--- config.mk ---
export PLATFORM = sky130hd
export DESIGN_NAME = srda_top
export DESIGN_NICKNAME = d
export VERILOG_FILES = /design/src/srda_pkg.sv /design/src/srda_top.sv /design/src/srda_los_monitor.sv
export SDC_FILE = /design/constraint.sdc
export NUM_CORES = 1
export LEC_CHECK = 0
export BUFFER_PORTS_ARGS = -buffer_cell sky130_fd_sc_hd__buf_4
export CAP_MARGIN = 20
export CORE_UTILIZATION = 55
export DETAILED_ROUTE_END_ITERATION = 8
export PLACE_DENSITY = 0.85
export SETUP_SLACK_MARGIN = 0.4
export SYNTH_ARGS = -nofsm -noshare
export SYNTH_HDL_FRONTEND = slang
export SYNTH_HIERARCHICAL = 1
export SYNTH_SLANG_ARGS = --single-unit
--- constraint.sdc ---
create_clock -name pclk -period 7.05 [get_ports pclk]
set_input_delay 1.41 -clock pclk [delete_from_list [all_inputs] [get_ports pclk]]
set_output_delay 1.41 -clock pclk [all_outputs]
set_load 0.01 [all_outputs]
--- src/srda_pkg.sv ---
// Shared constants for the SONET receive deserializer and aligner
package srda_pkg;

  // Clock and line timing
  localparam int          PCLK_PERIOD_NS   = 40;
  localparam int          BIT_PERIOD_NS    = 320;
  localparam int          REC_BIT_CYC      = (BIT_PERIOD_NS + PCLK_PERIOD_NS - 1) / PCLK_PERIOD_NS;
  // Bits held back before assembly, so a byte leaves about 32 bit periods after its first bit
  localparam int          LINE_DLY_BITS    = 24;

  // Word format
  localparam int          WORD_W           = 8;
  localparam logic [2:0]  LAST_BIT_IDX     = 3'h7;
  localparam logic [2:0]  CLK_RISE_IDX     = 3'h3;

  // Framing: one A1 followed by three A2 marks the third A2
  localparam logic [7:0]  A1_BYTE          = 8'hF6;
  localparam logic [7:0]  A2_BYTE          = 8'h28;
  localparam logic [31:0] FRAME_PATTERN    = {A1_BYTE, A2_BYTE, A2_BYTE, A2_BYTE};

  // Loss of signal
  localparam int          LOS_ZERO_RUN     = 128;
  localparam int          LOS_WINDOW       = 128;
  localparam int          LOS_CLEAR_TRANS  = 16;

  // APB register byte offsets
  localparam logic [7:0]  STATUS_OFFSET    = 8'h00;
  localparam logic [7:0]  IRQ_STAT_OFFSET  = 8'h04;
  localparam logic [7:0]  IRQ_MASK_OFFSET  = 8'h08;
  localparam logic [7:0]  CTRL_OFFSET      = 8'h0C;

  // Status fields
  localparam int          ST_LOS_BIT       = 0;
  localparam int          ST_SEARCH_BIT    = 1;
  localparam int          ST_SDLOST_BIT    = 2;
  localparam int          ST_BYPASS_BIT    = 3;
  localparam int          ST_RATE_BIT      = 4;
  localparam int          ST_MUTED_BIT     = 5;

  // Interrupt event fields
  localparam int          IRQ_W            = 3;
  localparam int          EV_FRAME_BIT     = 0;
  localparam int          EV_LOS_SET_BIT   = 1;
  localparam int          EV_LOS_CLR_BIT   = 2;

  // Control fields and reset values
  localparam int          CTRL_MUTE_BIT    = 0;
  localparam logic [IRQ_W-1:0] IRQ_MASK_RST = 3'h0;
  localparam logic        CTRL_MUTE_RST    = 1'b0;

endpackage

--- src/srda_top.sv ---
// Receive deserializer with frame alignment, loss-of-signal muting and APB status
//
// Implementation choices: the APB register port and the placing of the registers.
`timescale 1ns/100ps
module srda_top
#(
  parameter int REC_BIT_CYC_HIGH = srda_pkg::REC_BIT_CYC,
  parameter int REC_BIT_CYC_LOW  = srda_pkg::REC_BIT_CYC
)
(
  // APB slave
  input  wire logic        pclk,
  input  wire logic        presetn,
  input  wire logic        psel,
  input  wire logic        penable,
  input  wire logic        pwrite,
  input  wire logic [7:0]  paddr,
  input  wire logic [31:0] pwdata,
  output logic [31:0]      prdata,
  output logic             pready,
  output logic             pslverr,
  // Serial line and external recovered clock
  input  wire logic        rx_serial_in_pos,
  input  wire logic        rx_serial_in_neg,
  input  wire logic        ext_rec_clk_pos,
  input  wire logic        ext_rec_clk_neg,
  // Control pins
  input  wire logic        recovery_bypass,
  input  wire logic        rate_select,
  input  wire logic        out_of_frame_in,
  input  wire logic        loss_detect_off,
  input  wire logic        module_signal_detect_n,
  // Parallel output to the framer
  output logic [7:0]       rx_par_data,
  output logic             rx_par_clk,
  output logic             frame_sync_pulse,
  // Interrupt
  output logic             irq
);

  localparam int NSYNC = 9;
  localparam int PW    = 8;

  // Pin synchronisers
  logic [NSYNC-1:0] pins_in;
  logic [NSYNC-1:0] sync1_reg;
  logic [NSYNC-1:0] sync2_reg;

  assign pins_in = {rx_serial_in_pos, rx_serial_in_neg, ext_rec_clk_pos, ext_rec_clk_neg,
                    recovery_bypass, rate_select, out_of_frame_in, loss_detect_off,
                    module_signal_detect_n};

  genvar gi;
  generate
    for (gi = 0; gi < NSYNC; gi++)
    begin : g_sync
      always_ff @(posedge pclk or negedge presetn)
      begin
        if (!presetn)
        begin
          sync1_reg[gi] <= 1'b0;
          sync2_reg[gi] <= 1'b0;
        end
        else
        begin
          sync1_reg[gi] <= pins_in[gi];
          sync2_reg[gi] <= sync1_reg[gi];
        end
      end
    end
  endgenerate

  logic line_bit;
  logic ext_clk;
  logic bypass_s;
  logic rate_s;
  logic search_s;
  logic los_off_s;
  logic sd_n_s;

  assign line_bit  = sync2_reg[8] & ~sync2_reg[7];
  assign ext_clk   = sync2_reg[6] & ~sync2_reg[5];
  assign bypass_s  = sync2_reg[4];
  assign rate_s    = sync2_reg[3];
  assign search_s  = sync2_reg[2];
  assign los_off_s = sync2_reg[1];
  assign sd_n_s    = sync2_reg[0];

  // Bit recovery: external clock edge in bypass, else a phase counter re-centred on data edges
  logic          ext_clk_prev_reg;
  logic          line_prev_reg;
  logic [PW-1:0] phase_reg;
  logic [PW-1:0] bit_cyc;
  logic          bit_tick;

  assign bit_cyc = rate_s ? PW'(REC_BIT_CYC_HIGH) : PW'(REC_BIT_CYC_LOW);

  always_ff @(posedge pclk or negedge presetn)
  begin
    if (!presetn)
    begin
      ext_clk_prev_reg <= 1'b0;
      line_prev_reg    <= 1'b0;
    end
    else
    begin
      ext_clk_prev_reg <= ext_clk;
      line_prev_reg    <= line_bit;
    end
  end

  // The phase counter only stands in for the analog loop; it tracks edges, not jitter
  always_ff @(posedge pclk or negedge presetn)
  begin
    if (!presetn)
      phase_reg <= '0;
    else if (line_bit != line_prev_reg || phase_reg >= bit_cyc - 1'b1)
      phase_reg <= '0;
    else
      phase_reg <= phase_reg + 1'b1;
  end

  always_comb
  begin
    if (bypass_s)
      bit_tick = ext_clk & ~ext_clk_prev_reg;
    else
      bit_tick = (phase_reg == (bit_cyc >> 1)) && (line_bit == line_prev_reg);
  end

  // Line delay; the loss monitor taps the undelayed bit so muting is not held back
  logic [srda_pkg::LINE_DLY_BITS-1:0] dly_reg;
  logic                               dly_bit;

  assign dly_bit = dly_reg[srda_pkg::LINE_DLY_BITS-1];

  always_ff @(posedge pclk or negedge presetn)
  begin
    if (!presetn)
      dly_reg <= '0;
    else if (bit_tick)
      dly_reg <= {dly_reg[srda_pkg::LINE_DLY_BITS-2:0], line_bit};
  end

  // Deserializer and frame hunt
  logic [31:0] hunt_reg;
  logic [31:0] hunt_next;
  logic [2:0]  bit_cnt_reg;
  logic        match;
  logic        byte_done;

  assign hunt_next = {hunt_reg[30:0], dly_bit};
  assign match     = search_s && (hunt_next == srda_pkg::FRAME_PATTERN);
  assign byte_done = match || (bit_cnt_reg == srda_pkg::LAST_BIT_IDX);

  always_ff @(posedge pclk or negedge presetn)
  begin
    if (!presetn)
      hunt_reg <= '0;
    else if (bit_tick)
      hunt_reg <= hunt_next;
  end

  // Boundary moves only on a match, which needs out-of-frame high
  always_ff @(posedge pclk or negedge presetn)
  begin
    if (!presetn)
      bit_cnt_reg <= 3'h0;
    else if (bit_tick && byte_done)
      bit_cnt_reg <= 3'h0;
    else if (bit_tick)
      bit_cnt_reg <= bit_cnt_reg + 3'h1;
  end

  // Parallel clock: falls with each new word, rises mid-byte
  always_ff @(posedge pclk or negedge presetn)
  begin
    if (!presetn)
      rx_par_clk <= 1'b0;
    else if (bit_tick && byte_done)
      rx_par_clk <= 1'b0;
    else if (bit_tick && bit_cnt_reg == srda_pkg::CLK_RISE_IDX)
      rx_par_clk <= 1'b1;
  end

  // Frame pulse spans exactly one word period
  always_ff @(posedge pclk or negedge presetn)
  begin
    if (!presetn)
      frame_sync_pulse <= 1'b0;
    else if (bit_tick && byte_done)
      frame_sync_pulse <= match;
  end

  // Loss of signal
  logic los;
  logic los_prev_reg;
  logic ctrl_mute_reg;
  logic mute;

  srda_los_monitor u_los
  (
    .clk      (pclk),
    .rst_n    (presetn),
    .bit_tick (bit_tick),
    .bit_val  (line_bit),
    .enable   (!los_off_s),
    .los      (los)
  );

  assign mute = !sd_n_s || (!los_off_s && los) || ctrl_mute_reg;

  // Mute acts at once; fresh data only at word boundaries
  always_ff @(posedge pclk or negedge presetn)
  begin
    if (!presetn)
      rx_par_data <= 8'h00;
    else if (mute)
      rx_par_data <= 8'h00;
    else if (bit_tick && byte_done)
      rx_par_data <= hunt_next[7:0];
  end

  always_ff @(posedge pclk or negedge presetn)
  begin
    if (!presetn)
      los_prev_reg <= 1'b0;
    else
      los_prev_reg <= los;
  end

  // Interrupt events
  logic [srda_pkg::IRQ_W-1:0] events;
  logic [srda_pkg::IRQ_W-1:0] irq_stat_reg;
  logic [srda_pkg::IRQ_W-1:0] irq_mask_reg;
  logic [srda_pkg::IRQ_W-1:0] w1c;
  logic                       wr_en;
  logic                       rd_setup;

  always_comb
  begin
    events = '0;
    events[srda_pkg::EV_FRAME_BIT]   = bit_tick && byte_done && match;
    events[srda_pkg::EV_LOS_SET_BIT] = los && !los_prev_reg;
    events[srda_pkg::EV_LOS_CLR_BIT] = !los && los_prev_reg;
  end

  assign wr_en    = psel && penable && pready && pwrite;
  assign rd_setup = psel && !penable;
  assign w1c      = (wr_en && paddr == srda_pkg::IRQ_STAT_OFFSET) ?
                    pwdata[srda_pkg::IRQ_W-1:0] : '0;

  // A new event beats a clear in the same cycle
  always_ff @(posedge pclk or negedge presetn)
  begin
    if (!presetn)
      irq_stat_reg <= '0;
    else
      irq_stat_reg <= (irq_stat_reg & ~w1c) | events;
  end

  always_ff @(posedge pclk or negedge presetn)
  begin
    if (!presetn)
    begin
      irq_mask_reg  <= srda_pkg::IRQ_MASK_RST;
      ctrl_mute_reg <= srda_pkg::CTRL_MUTE_RST;
    end
    else if (wr_en && paddr == srda_pkg::IRQ_MASK_OFFSET)
      irq_mask_reg <= pwdata[srda_pkg::IRQ_W-1:0];
    else if (wr_en && paddr == srda_pkg::CTRL_OFFSET)
      ctrl_mute_reg <= pwdata[srda_pkg::CTRL_MUTE_BIT];
  end

  always_ff @(posedge pclk or negedge presetn)
  begin
    if (!presetn)
      irq <= 1'b0;
    else
      irq <= |(irq_stat_reg & irq_mask_reg);
  end

  // APB: one wait-free access phase; answer registered in the setup cycle
  logic [31:0] status_word;
  logic [31:0] rdata_next;
  logic        addr_bad;

  always_comb
  begin
    status_word = 32'h0000_0000;
    status_word[srda_pkg::ST_LOS_BIT]    = los;
    status_word[srda_pkg::ST_SEARCH_BIT] = search_s;
    status_word[srda_pkg::ST_SDLOST_BIT] = !sd_n_s;
    status_word[srda_pkg::ST_BYPASS_BIT] = bypass_s;
    status_word[srda_pkg::ST_RATE_BIT]   = rate_s;
    status_word[srda_pkg::ST_MUTED_BIT]  = mute;
  end

  always_comb
  begin
    rdata_next = 32'h0000_0000;
    addr_bad   = 1'b0;
    if (paddr == srda_pkg::STATUS_OFFSET)
      rdata_next = status_word;
    else if (paddr == srda_pkg::IRQ_STAT_OFFSET)
      rdata_next = {{(32-srda_pkg::IRQ_W){1'b0}}, irq_stat_reg};
    else if (paddr == srda_pkg::IRQ_MASK_OFFSET)
      rdata_next = {{(32-srda_pkg::IRQ_W){1'b0}}, irq_mask_reg};
    else if (paddr == srda_pkg::CTRL_OFFSET)
      rdata_next = {31'h0, ctrl_mute_reg};
    else
      addr_bad = 1'b1;
  end

  always_ff @(posedge pclk or negedge presetn)
  begin
    if (!presetn)
    begin
      pready  <= 1'b0;
      pslverr <= 1'b0;
      prdata  <= 32'h0000_0000;
    end
    else
    begin
      pready  <= rd_setup;
      pslverr <= rd_setup && addr_bad;
      if (rd_setup && !pwrite)
        prdata <= rdata_next;
      else if (!psel)
        prdata <= 32'h0000_0000;
    end
  end

endmodule

--- src/srda_los_monitor.sv ---
// Loss-of-signal monitor: zero-run detection and sliding-window transition count
`timescale 1ns/100ps
module srda_los_monitor
#(
  parameter int ZERO_RUN    = srda_pkg::LOS_ZERO_RUN,
  parameter int WINDOW      = srda_pkg::LOS_WINDOW,
  parameter int CLEAR_TRANS = srda_pkg::LOS_CLEAR_TRANS
)
(
  // Clock and reset
  input  wire logic clk,
  input  wire logic rst_n,
  // Recovered bit stream
  input  wire logic bit_tick,
  input  wire logic bit_val,
  input  wire logic enable,
  // Result
  output logic      los
);

  localparam int CW = $clog2(WINDOW + 1);
  localparam int ZW = $clog2(ZERO_RUN + 1);

  logic [WINDOW-1:0] win_reg;
  logic [CW-1:0]     tcnt_reg;
  logic [CW-1:0]     tcnt_next;
  logic [ZW-1:0]     zrun_reg;
  logic              prev_reg;
  logic              los_reg;
  logic              trans;

  assign trans     = bit_val ^ prev_reg;
  assign tcnt_next = tcnt_reg + CW'(trans) - CW'(win_reg[WINDOW-1]);
  assign los       = los_reg;

  // Window of transition marks, one per bit period
  always_ff @(posedge clk or negedge rst_n)
  begin
    if (!rst_n)
    begin
      win_reg  <= '0;
      tcnt_reg <= '0;
      prev_reg <= 1'b0;
    end
    else if (!enable)
    begin
      win_reg  <= '0;
      tcnt_reg <= '0;
      prev_reg <= bit_val;
    end
    else if (bit_tick)
    begin
      win_reg  <= {win_reg[WINDOW-2:0], trans};
      tcnt_reg <= tcnt_next;
      prev_reg <= bit_val;
    end
  end

  // Zero run saturates so a long outage cannot wrap
  always_ff @(posedge clk or negedge rst_n)
  begin
    if (!rst_n)
      zrun_reg <= '0;
    else if (!enable || (bit_tick && bit_val))
      zrun_reg <= '0;
    else if (bit_tick && zrun_reg != ZW'(ZERO_RUN))
      zrun_reg <= zrun_reg + 1'b1;
  end

  always_ff @(posedge clk or negedge rst_n)
  begin
    if (!rst_n)
      los_reg <= 1'b0;
    else if (!enable)
      los_reg <= 1'b0;
    else if (bit_tick && !bit_val && zrun_reg == ZW'(ZERO_RUN - 1))
      los_reg <= 1'b1;
    else if (bit_tick && los_reg && tcnt_next >= CW'(CLEAR_TRANS))
      los_reg <= 1'b0;
  end

endmodule

==> results of run 1 <==
## per-stage QoR
step / hold slack [ps] / utilization, % / total power [mW] / instance area [um^2]
floorplan: 331.2 / - / 1.679 / 11100
global placement: 332.6 / 58.27 / 1.729 / 11380
detailed placement: 334.7 / 58.27 / 1.735 / 11380
CTS: 345.9 / 63.38 / 3.306 / 12380
global route: 351.9 / 63.52 / 3.397 / 12400
finish: 342.7 / 63.52 / 3.272 / 12400
## final cells by class
type                    instances  area, um^2
clock inverters                12       241.5
repair buffers                 48       400.4
well taps                     265       331.6
clock buffers                  35       755.7
multi-input cells             670        4086
inverters                      26       106.4
fillers                      1423        7123
flip-flops and latches        259        6481
## worst max-delay path: stages (launching register included)
cell and delay, ps:
dfrtp_1 350, and2b_1 280, xnor2_1 530, a31oi_4 170, buf_4 370, inv_8 740
buf_4 380, buf_16 380, mux2i_1 290, nor2_1 60
## per-layer routing
metal / routed length, um / part of all wire [%]
met5: 0 / 0
met4: 434 / 2.2
met3: 706 / 3.7
met2: 9880 / 51
met1: 8284 / 43
## power by group through the flow
stage / logic (mW) / registers, mW / clock network, mW
finish: 0.177 / 1.53 / 1.56
global route: 0.202 / 1.53 / 1.66
CTS: 0.179 / 1.53 / 1.60
detailed placement: 0.178 / 1.56 / 0
global placement: 0.173 / 1.56 / 0
floorplan: 0.123 / 1.56 / 0
## how the worst max path moves through the flow
| stage | endpoint | startpoint | depth (start not counted) | slack, ps |
|---|---|---|---|---|
| 6_report | u_los/win_reg[51] | sync2_reg[8] | 9 | 3250 |
| 5_1_grt | u_los/win_reg[95] | sync2_reg[8] | 9 | 3060 |
| 4_1_cts | u_los/win_reg[51] | sync2_reg[8] | 8 | 2960 |
| 3_5_place_dp | u_los/win_reg[113] | sync2_reg[8] | 8 | 3150 |
| 3_3_place_gp | u_los/win_reg[85] | sync2_reg[8] | 8 | 3280 |
| 2_1_floorplan | u_los/los | sync2_reg[7] | 11 | 4410 |
## cell usage after synthesis, types with 2 or more instances
cell,number
and2_1,3
nand2_1,181
nor3b_1,4
o31ai_1,11
o2111ai_1,5
o21bai_1,2
and3_1,4
nor2_1,155
buf_1,4
a22o_1,3
a211oi_1,4
nor2b_1,5
nor4_1,6
mux2_2,6
inv_1,23
mux2i_1,133
xor2_1,8
nor3_1,5
ha_1,15
buf_4,29
inv_2,2
a21o_1,4
and3b_1,2
nor4b_1,2
buf_2,23
o21ai_1,3
clkbuf_1,20
xnor2_1,4
o21ai_0,5
nand3_1,7
dfrtp_1,259
a21oi_1,16
a211oi_2,2
a32o_1,3
nand2b_1,3
nand4_1,11
a31oi_1,4
## cell families (layout without fill, tap and decap cells)
| kind of cell | after synthesis | count (layout) | synth area share (%) |
|---|---|---|---|
| compound gates | 73 | 73 | 5.020 |
| xor+xnor | 12 | 12 | 0.9563 |
| fa+ha+maj | 16 | 16 | 1.890 |
| buf+inv | 103 | 121 | 4.838 |
| flops | 259 | 259 | 58.97 |
| mux | 140 | 140 | 12.93 |
| other cells | 1 | 30 | 0.03412 |
| simple gates | 399 | 399 | 15.36 |
==> results.json, run 1 <==
{
  "gp_congestion": 0.7707,
  "syn-cell-area_um2": 10990,
  "gr-max-usage-layer": "met2",
  "place_inst": 1267,
  "maxCapViolCount": 0,
  "drt_iter0_markers": 491,
  "worstReg2RegEnd": "u_los/win_reg[51]",
  "largest_register_ffs": 128,
  "gr-usage-met2_pct": 32.96,
  "overflow": 0,
  "synth-seq-cells": 259,
  "cts_root_buf": "clkbuf_16",
  "worstPathMaxFanout": 139,
  "die_w_um": 143.4,
  "finalNonFillerCells": 1315,
  "switching_share_pct": 21.13,
  "synth.area.top_cells": "dfrtp_1 59%, mux2i_1 12%, nand2_1 6.2%, nor2_1 5.3%, buf_4 2.0%",
  "io-pin-count": 99,
  "grt_pass1_vias": 6753,
  "most-common-layout-cells": "259 x dfrtp_1, 181 x nand2_1, 155 x nor2_1",
  "final_antenna_net_count": 0,
  "vdd_drop_max_uv": 145.5,
  "place_ws_ps": 3149,
  "cts_hold_buf": 0,
  "tightest_slew_ps": 1008,
  "dr.pass1.iters": 5,
  "gr-usage-met1_pct": 25.30,
  "layout_commonest_cell": "dfrtp_1",
  "arrival_ps": 4180,
  "period_share_pct": 53.97,
  "diodes": 0,
  "start_util_pct": 56.29,
  "routed_wl_um": 19310,
  "p_int_mw": 2.581,
  "pwr-share-comb_pct": 5.4,
  "synth_edf_count": 0,
  "yosys_warnings": 6,
  "area_delta_synth_final_pct": 12.85,
  "min_to": "sync2_reg[6]",
  "finalHoldViolCount": 0,
  "min_period_ps": 3805,
  "postCtsSetupBuffers": 0,
  "finalClockSkew_ps": 17.96,
  "p_leak_nw": 5.933,
  "htreeDepth": 1,
  "portBuffers": 43,
  "synthCells": 1003,
  "crit_required_ps": 7420,
  "synth_top_area_cell": "dfrtp_1",
  "route.detailed.drc": 0,
  "critPathKind": "reg2reg",
  "holdPathStages": 0,
  "sequentialPowerShare_pct": 46.8,
  "outcome": "finished, final reports clean",
  "die_area_um2": 20550,
  "coreArea_um2": 19530,
  "final.setup.tns_ps": 0,
  "grt_pass1_wl_um": 32070,
  "clk_latency_ps": 530,
  "clk_pin_slew_ps": 60,
  "slew_violations": 0,
  "cp-start-kind": "register",
  "clockPowerShare_pct": 47.8,
  "hold_path.class": "reg2reg",
  "fin_ws_ps": 3245,
  "r2r_start": "sync2_reg[8]",
  "hpwlAfterDp_um": 10740,
  "grt_start_max_net_pins": 191,
  "cts.sinks": 259,
  "ys.flop_type": "dfrtp_1",
  "chipHeight_um": 143.4,
  "yosysUniqueCellTypes": 64,
  "numCtsBuffers": 26,
  "ctsResizeCount": 0,
  "seq_area_frac_synth_pct": 58.97,
  "antenna_found_initial": 0,
  "switching_power_mw": 0.6915,
  "fin_nets": 1101,
  "wl_per_cell_um": 14.68,
  "vias": 6980,
  "synth.top_cell.area_share_pct": 58.97,
  "grt_usage_pct": 19.24,
  "min_from": "sync1_reg[6]",
  "slew_headroom_pct": 32.79,
  "ff2ff_setup_slack_ps": 3250,
  "p_per_area_nw_per_um2": 263.8,
  "r2r_cells": 9,
  "via_per_inst": 5.308,
  "drive_gt1_share_pct": 10.76,
  "setup_viol": 0,
  "rsz0062_at_grt": "false",
  "syn-mean-instance-area_um2": 10.96,
  "rows": 51,
  "fmax_mhz": 262.8,
  "ys_async_sr_fraction_pct": 100.0,
  "cts_buffer_depth": 3,
  "crit_path_end_kind": "register",
  "tritoncts": "built",
  "use_met3_pct": 2.899
}
(Power assumes the default switching activity.)
==> run 2, diff against run 1 <==
--- a/config.mk
+++ b/config.mk
@@ -7,9 +7,9 @@
 export LEC_CHECK = 0
 export BUFFER_PORTS_ARGS = -buffer_cell sky130_fd_sc_hd__buf_4
 export CAP_MARGIN = 20
-export CORE_UTILIZATION = 55
+export CORE_UTILIZATION = 54
 export DETAILED_ROUTE_END_ITERATION = 8
-export PLACE_DENSITY = 0.85
+export PLACE_DENSITY = 0.86
 export SETUP_SLACK_MARGIN = 0.4
 export SYNTH_ARGS = -nofsm -noshare
 export SYNTH_HDL_FRONTEND = slang
==> constraint.sdc (replaced) <==
create_clock -name pclk -period 3.3 [get_ports pclk]
set_input_delay 0.66 -clock pclk [delete_from_list [all_inputs] [get_ports pclk]]
set_output_delay 0.66 -clock pclk [all_outputs]
set_load 0.01 [all_outputs]
==> run 2 against run 1 <==
  * Routed wire length up 0.66%
  * Sequential share of layout area down 0.15 points
  * Combinational power up 120%
  * Clock-buffer cell count down 3
  * Register-to-register slack worse by 2700 ps
  * Setup slack worse by 2700 ps
  * Clock skew down 5.5 ps
  * Via count up 0.33%
  * Non-clock buffer count up 9
  * Critical endpoint is now u_los/los
  * Largest power group is now registers
==> results.json, run 2 (synthesized netlist as in run 1, its figures left out) <==
{
  "most-common-layout-cells": "259 x dfrtp_1, 181 x nand2_1, 155 x nor2_1",
  "crit_path_end_kind": "register",
  "critPathKind": "reg2reg",
  "cts_root_buf": "clkbuf_16",
  "slew_violations": 0,
  "cp_cell_sequence": "and2b_1 > xnor2_2 > ha_1 > inv_1 > ha_1 > fa_1 > a211oi_2 > or4_1 > o2111ai_2 > a211oi_2 > a41o_1",
  "crit_required_ps": 3770,
  "outcome": "finished, final reports clean",
  "worstPathMaxFanout": 3,
  "crit_family": "adder cells",
  "routed_wl_um": 19430,
  "chipHeight_um": 144.7,
  "cts_hold_buf": 0,
  "rows": 51,
  "min_period_ps": 2755,
  "io-pin-count": 99,
  "dr.pass1.iters": 7,
  "maxCapViolCount": 0,
  "via_per_inst": 5.285,
  "layout_commonest_cell": "dfrtp_1",
  "finalClockSkew_ps": 12.44,
  "postCtsSetupBuffers": 0,
  "max_stage_delay_ps": 440,
  "arrival_ps": 3230,
  "drive_gt1_share_pct": 11.70,
  "wl_met2_um": 9847,
  "portBuffers": 43,
  "slowest_stage": "fa_1",
  "drt_iter0_markers": 443,
  "setup_viol": 0,
  "final_antenna_net_count": 0,
  "final.fill_count": 1428,
  "p_leak_nw": 5.958,
  "tritoncts": "built",
  "htreeDepth": 1,
  "grt_pass1_wl_um": 32930,
  "route.detailed.drc": 0,
  "vias": 7003,
  "fin_ws_ps": 545.0,
  "tightest_slew_ps": 763.6,
  "grt_start_max_net_pins": 96,
  "numCtsBuffers": 27,
  "area_delta_synth_final_pct": 13.17,
  "largest_register_ffs": 128,
  "die_area_um2": 20930,
  "wl_per_cell_um": 14.67,
  "fmax_mhz": 363.0,
  "slew_headroom_pct": 48.86,
  "top_layer_used": "met4",
  "start_util_pct": 55.74,
  "grt_pass1_vias": 7065,
  "cp-start-kind": "register",
  "grt_usage_pct": 19.57,
  "diodes": 0,
  "gp_congestion": 0.7895,
  "hold_path.class": "in2async",
  "wl_met3_um": 721,
  "overflow": 0,
  "p_per_area_nw_per_um2": 551.8,
  "die_w_um": 144.7,
  "finalHoldViolCount": 0,
  "worst-path-buf-inv": 1,
  "place_ws_ps": 483.2,
  "drt-met1-wl_um": 8470,
  "antenna_found_initial": 0,
  "cts_buffer_depth": 3,
  "rsz0062_at_grt": "false",
  "coreArea_um2": 19720,
  "cts.sinks": 259,
  "final.setup.tns_ps": 0,
  "vdd_drop_max_uv": 374.9,
  "clk_pin_slew_ps": 60,
  "period_share_pct": 83.49,
  "ctsResizeCount": 0,
  "fin_nets": 1111,
  "hpwlAfterDp_um": 11870,
  "clk_latency_ps": 530
}
## run 2: cell types whose count changed in the layout (fill, tap and decap cells not counted), sizes merged
cell      delta
buf          +9
bufinv       -1
clkbuf       -3
clkinvlp     +1
inv          +1
clkinv       +3
## run 2: power by group
part | internal (mW) | total, mW | leakage [nW] | switching, mW
Sequential | 3.24 | 3.27 | 3.55 | 0.0334
Combinational | 0.135 | 0.392 | 1.95 | 0.257
Clock | 1.99 | 3.20 | 0.462 | 1.21
Total | 5.37 | 6.86 | 5.96 | 1.50
## run 2: final timing paths
path / start / endpoint / slack (ps) / cells after the start
min in group pclk: ext_rec_clk_pos / sync1_reg[6] / 230 / 1
worst min register to register: sync1_reg[3] / rate_s / 350 / 0
worst max register to register: sync2_reg[7] / u_los/los / 540 / 11
max in group asynchronous: presetn / u_los/win_reg[63] / 2280 / 2
worst min-delay path: presetn / dly_reg[21] / 140 / 1
worst max-delay path: sync2_reg[7] / u_los/los / 540 / 11
## run 2: layout make-up
| cell class | count | area (um^2) | area share (%) |
|---|---|---|---|
| Clock buffer | 32 | 704.4 | 5.663 |
| Clock inverter | 16 | 242.7 | 1.952 |
| Inverter | 26 | 106.4 | 0.8550 |
| Multi-Input combinational cell | 670 | 4099 | 32.95 |
| Sequential cell | 259 | 6481 | 52.11 |
| Tap cell | 265 | 331.6 | 2.666 |
| Timing Repair Buffer | 57 | 473.0 | 3.802 |
## run 2: worst reg2reg max path: cells and delay by family (launching register included)
| family | cells | cell delay (ps) |
|---|---|---|
| fa+ha+maj | 3 | 960 |
| buf+inv | 1 | 50 |
| xor+xnor | 1 | 120 |
| flops | 1 | 350 |
| simple gates | 2 | 410 |
| compound gates | 4 | 800 |
## run 2: metrics by stage
step	hold WS, ps	instance area [um^2]	utilization [%]	instances	power [mW]
global route	198.0	12440	63.08	1325	7.107
finish	142.7	12440	63.08	1325	6.863
floorplan	331.2	11100	-	1032	3.586
CTS	169.0	12430	63.02	1325	6.936
detailed placement	337.2	11480	58.21	1277	3.717
global placement	332.3	11480	58.21	1277	3.704
## run 2: layer usage
metal | up-vias | global-route usage, %
li1 | 3365 | -
met1 | 3464 | 25.87
met2 | 144 | 33.45
met3 | 30 | 2.863
met4 | 0 | 6.039
met5 | - | 0
==> run 3, diff against run 2 <==
--- a/config.mk
+++ b/config.mk
@@ -7,9 +7,9 @@
 export LEC_CHECK = 0
 export BUFFER_PORTS_ARGS = -buffer_cell sky130_fd_sc_hd__buf_4
 export CAP_MARGIN = 20
-export CORE_UTILIZATION = 54
+export CORE_UTILIZATION = 55
 export DETAILED_ROUTE_END_ITERATION = 8
-export PLACE_DENSITY = 0.86
+export PLACE_DENSITY = 0.85
 export SETUP_SLACK_MARGIN = 0.4
 export SYNTH_ARGS = -nofsm -noshare
 export SYNTH_HDL_FRONTEND = slang
==> constraint.sdc (replaced) <==
create_clock -name pclk -period 2.8 [get_ports pclk]
set_input_delay 0.56 -clock pclk [delete_from_list [all_inputs] [get_ports pclk]]
set_output_delay 0.56 -clock pclk [all_outputs]
set_load 0.01 [all_outputs]
==> run 3 against run 2 <==
  * Clock skew is 2.9 ps lower
  * Core utilization rose by 1.3 points
  * First-iteration DRC count is 18% lower
  * Clock power increased by 13%
  * Via count rose by 1.1%
  * Critical path type unchanged
  * Critical endpoint unchanged
  * Highest routed layer unchanged
==> results.json, run 3 (synthesized netlist as in run 1, its figures left out) <==
{
  "outcome": "finished, final reports clean",
  "critPathKind": "reg2reg",
  "cts_root_buf": "clkbuf_16",
  "layout_commonest_cell": "dfrtp_1",
  "final_cell_area_um2": 12570,
  "crit_required_ps": 3250,
  "p_leak_nw": 6.003,
  "dr.pass1.iters": 5,
  "worstPathMaxFanout": 3,
  "hpwlAfterDp_um": 11930,
  "switching_share_pct": 21.88,
  "largest_register_ffs": 128,
  "clk_latency_ps": 520,
  "area_delta_synth_final_pct": 14.33,
  "holdWs_ps": 34.40,
  "cts_hold_buf": 0,
  "switching_power_mw": 1.743,
  "cp-start-kind": "register",
  "p_per_area_nw_per_um2": 633.9,
  "crit_path_end_kind": "register",
  "clk_pin_slew_ps": 60,
  "worstReg2RegEnd": "u_los/los",
  "die_w_um": 143.4,
  "crit_family": "adder cells",
  "most-common-layout-cells": "259 x dfrtp_1, 180 x nand2_1, 155 x nor2_1",
  "diodes": 0,
  "finalNonFillerCells": 1329,
  "slew_headroom_pct": 46.45,
  "tritoncts": "built",
  "routed_wl_um": 19890,
  "place_inst": 1275,
  "cts.sinks": 259,
  "rows": 51,
  "overflow": 0,
  "rsz0062_at_grt": "true",
  "grt_start_max_net_pins": 111,
  "grt_pass1_vias": 7009,
  "portBuffers": 43,
  "cp_cell_sequence": "and2b_2 > xnor2_2 > ha_1 > inv_2 > ha_4 > fa_2 > a211oi_2 > or4_1 > o2111ai_2 > a211oi_2 > a41o_1",
  "fmax_mhz": 394.3,
  "sequentialPowerShare_pct": 48.4,
  "slew_violations": 0,
  "final_antenna_net_count": 0,
  "arrival_ps": 2990,
  "max_stage_delay_ps": 370,
  "die_area_um2": 20550,
  "io-pin-count": 99,
  "numCtsBuffers": 26,
  "slowest_stage": "fa_2",
  "pwr-share-comb_pct": 6.1,
  "hold_path.class": "in2async",
  "setup_viol": 0,
  "gp_congestion": 0.8071,
  "r2r_cells": 11,
  "maxCapViolCount": 0,
  "via_per_inst": 5.328,
  "tightest_slew_ps": 799.5,
  "finalClockSkew_ps": 9.591,
  "start_util_pct": 56.29,
  "r2r_start": "sync2_reg[8]",
  "postPlaceCellArea_um2": 11520,
  "cts_buffer_depth": 3,
  "grt_usage_pct": 19.64,
  "power_mw": 7.965,
  "grt_pass1_wl_um": 32790,
  "antenna_found_initial": 0,
  "worst-path-buf-inv": 1,
  "vdd_drop_max_uv": 555.2,
  "crit_top_cell": "a211oi_2",
  "fin_nets": 1114,
  "p_int_mw": 6.222,
  "wl_per_cell_um": 14.96,
  "drive_gt1_share_pct": 13.06,
  "drt_iter0_markers": 363,
  "ff2ff_setup_slack_ps": 260,
  "finalHoldViolCount": 0,
  "min_period_ps": 2536,
  "route.detailed.drc": 0,
  "coreArea_um2": 19530,
  "final.fill_count": 1462,
  "period_share_pct": 90.59,
  "vias": 7081,
  "htreeDepth": 1,
  "chipHeight_um": 143.4,
  "final.setup.tns_ps": 0,
  "clockPowerShare_pct": 45.5
}
==> run 3: metal layers <==
layer	vias up	global-route usage, %	share of wire (%)
met3	41	2.932	3.4
met1	3539	25.05	43
met5	-	0	0
met4	0	5.935	2.5
li1	3377	-	-
met2	124	34.64	51
==> run 3: how the worst max path moves through the flow <==
stage,startpoint,end,slack (ps),cells after the start
after floorplan,sync2_reg[8],u_los/los,310,11
after global placement,sync2_reg[8],u_los/los,230,11
after detailed placement,sync2_reg[8],u_los/zrun_reg[5],180,10
after CTS,sync2_reg[8],u_los/los,280,11
after global routing,sync2_reg[8],u_los/los,120,11
final,sync2_reg[8],u_los/los,260,11
==> run 3: per-stage QoR <==
stage                     setup WS (ps)  util (%)
after floorplan                   308.6         -
after global placement            233.8     59.02
after detailed placement          181.9     59.02
after CTS                         276.7     63.96
after global routing              117.6     64.35
final                             263.5     64.35
==> run 3: what timing repair did <==
item | in CTS | in global routing
pin swaps | 3 | 1
buffers inserted | 2 | 3
setup endpoints to repair | 80 | 27
cloned | 0 | 1
resized for setup | 3 | 6
==> run 3: area by class of cell <==
| type | count | area (um^2) | share of cell area, % |
|---|---|---|---|
| inverters | 26 | 106.4 | 0.8464 |
| multi-input cells | 670 | 4158 | 33.09 |
| repair buffers | 61 | 560.5 | 4.461 |
| clock buffers | 41 | 838.3 | 6.671 |
| clock inverters | 7 | 90.09 | 0.7169 |
| flip-flops and latches | 259 | 6481 | 51.58 |
| well taps | 265 | 331.6 | 2.639 |
==> run 3: power by group through the flow <==
stage          Sequential [mW]  Combinational, mW  Clock (mW)
4_1_cts                   3.85              0.482        3.70
3_3_place_gp              3.92              0.461           0
6_report                  3.85              0.489        3.62
5_1_grt                   3.86              0.552        3.84
2_1_floorplan             3.92              0.318           0
3_5_place_dp              3.92              0.473           0
